$ cat config.mk
export PLATFORM = sky130hd
export DESIGN_NAME = cld_serial
export DESIGN_NICKNAME = d
export VERILOG_FILES = /design/src/verilog/cld_fifo.v /design/src/verilog/cld_serial.v
export VERILOG_INCLUDE_DIRS = /design/src /design/src/verilog
export SDC_FILE = /design/constraint.sdc
export NUM_CORES = 1
export LEC_CHECK = 0
export ABC_AREA = 0
export BUFFER_PORTS_ARGS = -buffer_cell sky130_fd_sc_hd__buf_2
export CORE_UTILIZATION = 55
export CTS_CLUSTER_SIZE = 30
export DETAILED_ROUTE_END_ITERATION = 16
export PLACE_DENSITY = 0.77
export SLEW_MARGIN = 25
export SYNTH_ARGS = -nofsm -noshare
export SYNTH_HDL_FRONTEND = slang
export SYNTH_SLANG_ARGS = --single-unit
$ cat constraint.sdc
create_clock -name ref_clk -period 5.8 [get_ports ref_clk]
set_input_delay 0 -clock ref_clk [delete_from_list [all_inputs] [get_ports ref_clk]]
set_output_delay 0 -clock ref_clk [all_outputs]
set_load 0.05 [all_outputs]
$ cat src/verilog/cld_regs.vh
`ifndef CLD_REGS_VH
`define CLD_REGS_VH

// ----------------------------------------------------------------
// Word and frame geometry
// ----------------------------------------------------------------
`define CLD_WORD_BITS     16
`define CLD_CNT_BITS      9
// Oversampling clocks per bit cell
`define CLD_CELL_CLKS     9'h010
// Clock count of the start bit centre
`define CLD_START_SAMPLE  9'h008
// Clock count of the first (most significant) data sample
`define CLD_FIRST_SAMPLE  9'h018
// Clock count of the last (least significant) data sample
`define CLD_LAST_SAMPLE   9'h108
// Clock count of the stop bit sample
`define CLD_STOP_SAMPLE   9'h118
// Low nibble shared by every data sample count
`define CLD_SAMPLE_PHASE  4'h8

// ----------------------------------------------------------------
// Range select codes
// ----------------------------------------------------------------
`define CLD_RANGE_V0_5    2'h0
`define CLD_RANGE_I4_20   2'h1
`define CLD_RANGE_I0_20   2'h2
`define CLD_RANGE_I0_24   2'h3

// ----------------------------------------------------------------
// Reset values and buffering
// ----------------------------------------------------------------
`define CLD_CODE_RESET    16'h0000
// Synchroniser reset {strobe, data, link clock, clear, range}: idle pin levels
`define CLD_SYNC_RESET    6'h30
`define CLD_FIFO_DEPTH    16

`endif

$ cat src/verilog/cld_fifo.v
`timescale 1ns/1ps
`default_nettype none

// ----------------------------------------------------------------
// Word FIFO with valid/ready on both sides
// ----------------------------------------------------------------
module cld_fifo #(
  parameter WIDTH = 16,
  parameter DEPTH = 16,
  parameter AW    = 4
) (
  // Clock and reset
  input  wire             ref_clk,
  input  wire             rst_n,
  // Fill side
  input  wire             wr_valid,
  output wire             wr_ready,
  input  wire [WIDTH-1:0] wr_data,
  // Drain side
  output wire             rd_valid,
  input  wire             rd_ready,
  output wire [WIDTH-1:0] rd_data
);

  reg [WIDTH-1:0] mem_reg [0:DEPTH-1];  // Word storage
  reg [AW-1:0]    wr_ptr_reg;           // Next slot to fill
  reg [AW-1:0]    rd_ptr_reg;           // Next slot to drain
  reg [AW:0]      count_reg;            // Words held
  wire            push;                 // Accepted write
  wire            pop;                  // Accepted read

  assign wr_ready = (count_reg != DEPTH[AW:0]);
  assign rd_valid = (count_reg != {(AW+1){1'b0}});
  assign rd_data  = mem_reg[rd_ptr_reg];
  assign push     = wr_valid & wr_ready;
  assign pop      = rd_valid & rd_ready;

  // Pointer wrap for any depth
  function [AW-1:0] ptr_inc;
    input [AW-1:0] p;
    begin
      ptr_inc = (p == DEPTH[AW-1:0] - 1'b1) ? {AW{1'b0}} : p + 1'b1;
    end
  endfunction

  // Storage write
  always @(posedge ref_clk)
  begin
    if (push)
      mem_reg[wr_ptr_reg] <= wr_data;
  end

  // Pointers and occupancy
  always @(posedge ref_clk)
  begin
    if (!rst_n)
    begin
      wr_ptr_reg <= {AW{1'b0}};
      rd_ptr_reg <= {AW{1'b0}};
      count_reg  <= {(AW+1){1'b0}};
    end
    else
    begin
      if (push)
        wr_ptr_reg <= ptr_inc(wr_ptr_reg);
      if (pop)
        rd_ptr_reg <= ptr_inc(rd_ptr_reg);
      if (push & ~pop)
        count_reg <= count_reg + 1'b1;
      else if (pop & ~push)
        count_reg <= count_reg - 1'b1;
    end
  end

endmodule

`default_nettype wire

$ cat src/verilog/cld_serial.v
// Function
// - Range pins pick 0-5V, 4-20, 0-20, 0-24.
// - Clear holds output at bottom of span.
// - Async word framed by start 0, stop 1.
// - Async samples at bit cell centre edge.
// - Each async bit cell is sixteen clocks.
// - Start cell counts from first clock after fall.
// - MSB at clock 24, then every sixteen.
// - Valid stop bit transfers word to output.
// - Bad stop gives one-clock high output pulse.
// - Framing error discards word, output unchanged.
// - Strobe rising edge loads word; high means async.
// - Three-wire mode shifts data out for chaining.
// - Clear keeps input register; bottom until reload.
`timescale 1ns/1ps
`default_nettype none
`include "cld_regs.vh"

module cld_serial #(
  parameter WORD_BITS  = `CLD_WORD_BITS,
  parameter FIFO_DEPTH = `CLD_FIFO_DEPTH
) (
  // Clock and reset
  input  wire                 ref_clk,
  input  wire                 rst_n,
  // Serial pins from the host
  input  wire                 link_clk,
  input  wire                 ser_din,
  input  wire                 load_strobe,
  // Control pins
  input  wire                 clear_in,
  input  wire [1:0]           range_sel,
  // Serial output pin
  output reg                  ser_dout,
  // Converter side
  output reg  [WORD_BITS-1:0] dac_code,
  output reg  [3:0]           span_onehot,
  output reg                  at_bottom
);

  // ----------------------------------------------------------------
  // Pin synchronisers
  // ----------------------------------------------------------------
  reg [5:0] meta_reg;    // First stage, read only by second stage
  reg [5:0] sync_reg;    // Second stage
  reg       clk_d_reg;   // Delayed link clock for edge finding
  reg       stb_d_reg;   // Delayed strobe for edge finding

  // Two flops on every pin input
  always @(posedge ref_clk)
  begin
    if (!rst_n)
    begin
      meta_reg  <= `CLD_SYNC_RESET;
      sync_reg  <= `CLD_SYNC_RESET;
      clk_d_reg <= 1'b0;
      stb_d_reg <= 1'b1;
    end
    else
    begin
      meta_reg  <= {load_strobe, ser_din, link_clk, clear_in, range_sel};
      sync_reg  <= meta_reg;
      clk_d_reg <= sync_reg[3];
      stb_d_reg <= sync_reg[5];
    end
  end

  wire [1:0] range_s = sync_reg[1:0];      // Range selection
  wire       clr_s   = sync_reg[2];        // Clear level
  wire       lclk_s  = sync_reg[3];        // Link clock level
  wire       din_s   = sync_reg[4];        // Serial data level
  wire       stb_s   = sync_reg[5];        // Load strobe level
  wire       lclk_rise = lclk_s & ~clk_d_reg;   // Link clock rising edge
  wire       stb_rise  = stb_s & ~stb_d_reg;    // Strobe rising edge

  // ----------------------------------------------------------------
  // Range decode
  // ----------------------------------------------------------------
  function [3:0] span_dec;
    input [1:0] code;
    begin
      case (code)
        `CLD_RANGE_V0_5:  span_dec = 4'h1;
        `CLD_RANGE_I4_20: span_dec = 4'h2;
        `CLD_RANGE_I0_20: span_dec = 4'h4;
        default:          span_dec = 4'h8;
      endcase
    end
  endfunction

  // Registered span outputs
  always @(posedge ref_clk)
  begin
    if (!rst_n)
      span_onehot <= span_dec(`CLD_RANGE_V0_5);
    else
      span_onehot <= span_dec(range_s);
  end

  // ----------------------------------------------------------------
  // Three-wire shift register
  // ----------------------------------------------------------------
  reg [WORD_BITS-1:0] shift_reg;   // Input register, kept through clear

  // Shift MSB first on each link rising edge while strobe is low
  always @(posedge ref_clk)
  begin
    if (!rst_n)
      shift_reg <= {WORD_BITS{1'b0}};
    else if (lclk_rise && !stb_s)
      shift_reg <= {shift_reg[WORD_BITS-2:0], din_s};
  end

  // ----------------------------------------------------------------
  // Asynchronous frame receiver
  // ----------------------------------------------------------------
  localparam ST_IDLE  = 2'b01;   // Waiting for a start bit
  localparam ST_FRAME = 2'b10;   // Counting through a frame

  reg [1:0]                  state_reg;    // Receiver state
  reg [`CLD_CNT_BITS-1:0]    cnt_reg;      // Clocks since start began
  reg [WORD_BITS-1:0]        rx_reg;       // Received data bits
  reg                        ferr_reg;     // Framing pulse in progress
  reg                        armed_reg;    // Line seen high while idle
  reg                        rx_done;      // Valid frame this cycle
  wire [`CLD_CNT_BITS-1:0]   cnt_next = cnt_reg + 1'b1;

  // Data sample points lie on the cell centres from 24 to 264
  wire data_pt = (cnt_next >= `CLD_FIRST_SAMPLE) && (cnt_next <= `CLD_LAST_SAMPLE)
               && (cnt_next[3:0] == `CLD_SAMPLE_PHASE);

  // Frame state machine, stepped by link clock edges
  always @(posedge ref_clk)
  begin
    if (!rst_n)
    begin
      state_reg <= ST_IDLE;
      cnt_reg   <= {`CLD_CNT_BITS{1'b0}};
      rx_reg    <= {WORD_BITS{1'b0}};
      ferr_reg  <= 1'b0;
      rx_done   <= 1'b0;
      armed_reg <= 1'b0;
    end
    else
    begin
      rx_done <= 1'b0;
      // A start needs a falling edge: a low stop cell must not restart
      if (din_s && state_reg == ST_IDLE)
        armed_reg <= 1'b1;
      if (lclk_rise)
      begin
        ferr_reg <= 1'b0;   // Error pulse ends after one link clock
        case (state_reg)
          ST_IDLE:
          begin
            // First clock after the falling edge is clock one
            if (stb_s && !din_s && armed_reg)
            begin
              state_reg <= ST_FRAME;
              cnt_reg   <= 9'h001;
              armed_reg <= 1'b0;
            end
          end
          ST_FRAME:
          begin
            cnt_reg <= cnt_next;
            if (!stb_s)
              state_reg <= ST_IDLE;   // Strobe went low: leave async mode
            else if (cnt_next == `CLD_START_SAMPLE && din_s)
              state_reg <= ST_IDLE;   // Glitch, not a real start bit
            else if (data_pt)
              rx_reg <= {rx_reg[WORD_BITS-2:0], din_s};
            else if (cnt_next == `CLD_STOP_SAMPLE)
            begin
              state_reg <= ST_IDLE;
              if (din_s)
                rx_done <= 1'b1;
              else
                ferr_reg <= 1'b1;     // Word dropped
            end
          end
          default:
            state_reg <= ST_IDLE;
        endcase
      end
    end
  end

  // ----------------------------------------------------------------
  // Serial output
  // ----------------------------------------------------------------
  // Async mode shows only the framing pulse; three-wire shows the
  // bit falling off the register top for the next device in chain
  always @(posedge ref_clk)
  begin
    if (!rst_n)
      ser_dout <= 1'b0;
    else if (stb_s)
      ser_dout <= ferr_reg;
    else
      ser_dout <= shift_reg[WORD_BITS-1];
  end

  // ----------------------------------------------------------------
  // Word hand-off into the FIFO
  // ----------------------------------------------------------------
  reg                 pend_reg;    // Word waiting for FIFO room
  reg [WORD_BITS-1:0] pend_data;   // That word
  wire                fifo_wr_ready;
  wire                fifo_rd_valid;
  wire [WORD_BITS-1:0] fifo_rd_data;
  wire                fifo_rd_ready = ~clr_s;   // Drain stalls during clear

  // Hold a finished word until the FIFO takes it; a newer word replaces it
  always @(posedge ref_clk)
  begin
    if (!rst_n)
    begin
      pend_reg  <= 1'b0;
      pend_data <= {WORD_BITS{1'b0}};
    end
    else if (stb_rise)
    begin
      pend_reg  <= 1'b1;
      pend_data <= shift_reg;
    end
    else if (rx_done)
    begin
      pend_reg  <= 1'b1;
      pend_data <= rx_reg;
    end
    else if (fifo_wr_ready)
      pend_reg <= 1'b0;
  end

  cld_fifo #(
    .WIDTH (WORD_BITS),
    .DEPTH (FIFO_DEPTH),
    .AW    (4)
  ) u_fifo (
    .ref_clk  (ref_clk),
    .rst_n    (rst_n),
    .wr_valid (pend_reg),
    .wr_ready (fifo_wr_ready),
    .wr_data  (pend_data),
    .rd_valid (fifo_rd_valid),
    .rd_ready (fifo_rd_ready),
    .rd_data  (fifo_rd_data)
  );

  // ----------------------------------------------------------------
  // Converter code register
  // ----------------------------------------------------------------
  // Clear forces code zero (bottom of any span) and it stays there
  // until a fresh word is drained; the input register is untouched
  always @(posedge ref_clk)
  begin
    if (!rst_n)
    begin
      dac_code  <= `CLD_CODE_RESET;
      at_bottom <= 1'b1;
    end
    else if (clr_s)
    begin
      dac_code  <= `CLD_CODE_RESET;
      at_bottom <= 1'b1;
    end
    else if (fifo_rd_valid)
    begin
      dac_code  <= fifo_rd_data;
      at_bottom <= 1'b0;
    end
  end

endmodule

`default_nettype wire

==> results.ini <==
[routing]
drtPass1Iterations=5
ant_nets=0
wire_per_inst_um=21.8
viasPerCell=5.96
via_count=7903
wl_um=28900
drc_errors=0
drt_iter0_markers=629

[timing]
tightest_slew_ns=1.00
finClkSkew_ns=0.0242
finalSetupViolCount=0
hold_viol_final=0
period_needed_ns=3.19
slew_headroom_pct=33.2
rsz0062_at_grt=false
finalSetupTns_ns=0
period_share_pct=55.1
drv_slew=0
max_freq_mhz=313
setup_ws_ns=2.61

[synthesis]
ys_types=52
synth_cells=932
synthesis.nets=951
synth_edf_count=256
synthFlopType=edfxtp_1
synthSimpleGateAreaFrac_pct=6.93
ys_seq_elements=368
synth_top_family_by_area=multiplexers
synthMuxAreaShare_pct=14.7
ys_seq_area_share_pct=69.2
ys.warnings.count=0
yosys.area_share.adder_pct=1.01
ys_async_sr_fraction_pct=0
synth_area_leader_cell=edfxtp_1
netlist_top_cells_area=edfxtp_1, dfxtp_1, mux4_2, mux2i_1, nand2_1
synth_xor_xnor_area_share_pct=0.549
syn_area_per_cell_um2=15.4
synth_top_cell_area_share_pct=53.6
synth_area_um2=14300
synth_compound_area_share_pct=5.45

[global_route]
grt_pass1_wl_um=45100
grt_max_degree=63
grt_use_total_pct=22.6
overflow=0
grt_pass1_vias=7880
antenna_found_initial=0

[power_and_ir_drop]
finalPower_mw=6.71
irDropWorstVdd_mv=0.375
power_density_nw_per_um2=418
leakage_nw=5.27

[clock_network]
clkTransAtPathRegs_ns=0.06
cts.sinks=368
cts_resized=0
clock_latency_ns=0.53
cts_tree=yes
cts-root-buf=clkbuf_16
cts_setup_buffers=0
h-tree-depth=2
numCtsBuffers=37
clockBufferDepth=3

[place]
hpwlAfterDp_um=17000
io_buffers=29
pre_cts_ws_ns=2.62
place.gp.congestion=0.787

[die]
floorplan.core_area_um2=25400
die_w_um=164
io_pins=30
start_util_pct=56.5
fp-row-count=58
die_y_um=164
die_area_um2=26700

[final_layout]
insertedDiodeCount=0
fin_nets=987
synthToLayoutAreaGrowth_pct=11.9
multi_input_comb_area_um2=4140
fill_cells=1788
largest_reg_flops=256
drive_gt1_share_pct=18.8
regArea_um2=9940

[setup_path]
path_class=reg -> reg
crit_fanout=5
cp-start-kind=flop
crit_required_ns=6.24
startpoint=u_fifo.count_reg[1]
cp.arrival_ns=3.63
cp-end-kind=flop
rr_startpoint=u_fifo.count_reg[1]

[hold_path]
hold_class=in -> reg
worstHoldStart=rst_n

[flow_run]
cap_violations=0

[run_status]
status=finished, final reports clean

cells in the final DEF (no fill, tap or decap), types with 20 or more instances in the layout:
| cell | netlist | final |
|---|---|---|
| edfxtp_1 | 256 | 256 |
| dfxtp_1 | 112 | 109 |
| nand2_1 | 81 | 81 |
| nor2_1 | 74 | 70 |
| mux2i_1 | 66 | 66 |
| mux4_2 | 64 | 64 |
| clkbuf_16 | 0 | 38 |
| a21oi_1 | 36 | 36 |
| buf_2 | 8 | 29 |
| buf_4 | 3 | 21 |
| o21ai_0 | 20 | 20 |
final timing paths:
| path | end | slack, ns | depth (start not counted) |
|---|---|---|---|
| hold / removal | meta_reg[4] | 0.01 | 2 |
| hold reg to reg | sync_reg[5] | 0.41 | 1 |
| setup reg to reg | u_fifo.count_reg[4] | 2.61 | 12 |
| setup / recovery | u_fifo.count_reg[4] | 2.61 | 12 |
per-layer routing:
layer	wire, um	track usage [%]	up-vias
li1	-	-	3616
met1	12200	30.4	3991
met2	14500	38.3	249
met3	1540	3.20	47
met4	590	6.94	0
met5	0	0	-
where the power goes:
group          total [mW]  leakage (nW)  internal [mW]  switching, mW
registers            3.04          3.28           2.89          0.155
logic                1.38          1.42          0.611          0.768
clock network        2.29         0.566           1.31          0.981
total                6.71          5.27           4.81           1.90
cells by family after synthesis:
group / count (synthesis)
flip-flops: 368
AND/OR/NAND/NOR: 223
multiplexers: 130
AO/OA/AOI/OAI: 123
buffers and inverters: 68
adder cells (fa/ha/maj): 11
XOR/XNOR: 9
stage by stage:
step / cell area [um^2] / hold WS, ns / utilization (%) / instances
after floorplan: 14300 / 0.101 / - / 932
after global placement: 14800 / 0.191 / 58.3 / 1253
after detailed placement: 14800 / 0.189 / 58.3 / 1253
after CTS: 16100 / 0.0363 / 63.2 / 1327
after global routing: 16100 / 0.0951 / 63.2 / 1327
final: 16100 / 0.0108 / 63.2 / 1327
cell type report:
type | count | area share [%]
Clock buffer | 48 | 6.16
Inverter | 9 | 0.210
Multi-Input combinational cell | 496 | 25.8
Tap cell | 330 | 2.57
Timing Repair Buffer | 56 | 2.26
Sequential cell | 368 | 61.9
Clock inverter | 20 | 1.16
cells in the mapped netlist, types with 12 or more instances:
cell,instances
and2_1,13
mux4_2,64
a21oi_1,36
nor2_1,74
mux2i_1,66
o21ai_0,20
nand2b_1,12
clkbuf_1,35
edfxtp_1,256
dfxtp_1,112
nand2_1,81
a211oi_1,19
a22oi_1,16
worst max-delay path, stage by stage (launching register included):
cell and delay (ns):
dfxtp_1 0.35, or3_1 0.39, nor3_1 0.39, nor2_1 0.18, inv_1 0.13, ha_1 0.19, inv_1 0.11, fa_1 0.48
a21o_1 0.18, a21oi_1 0.18, xnor2_1 0.10, or3_1 0.30, a21oi_1 0.14
repair_timing:
action	CTS	global route
endpoints found under the hold margin	6	0
endpoints found under the setup margin	0	0
hold buffers	6	0
Power figures use the tool's default switching activity.
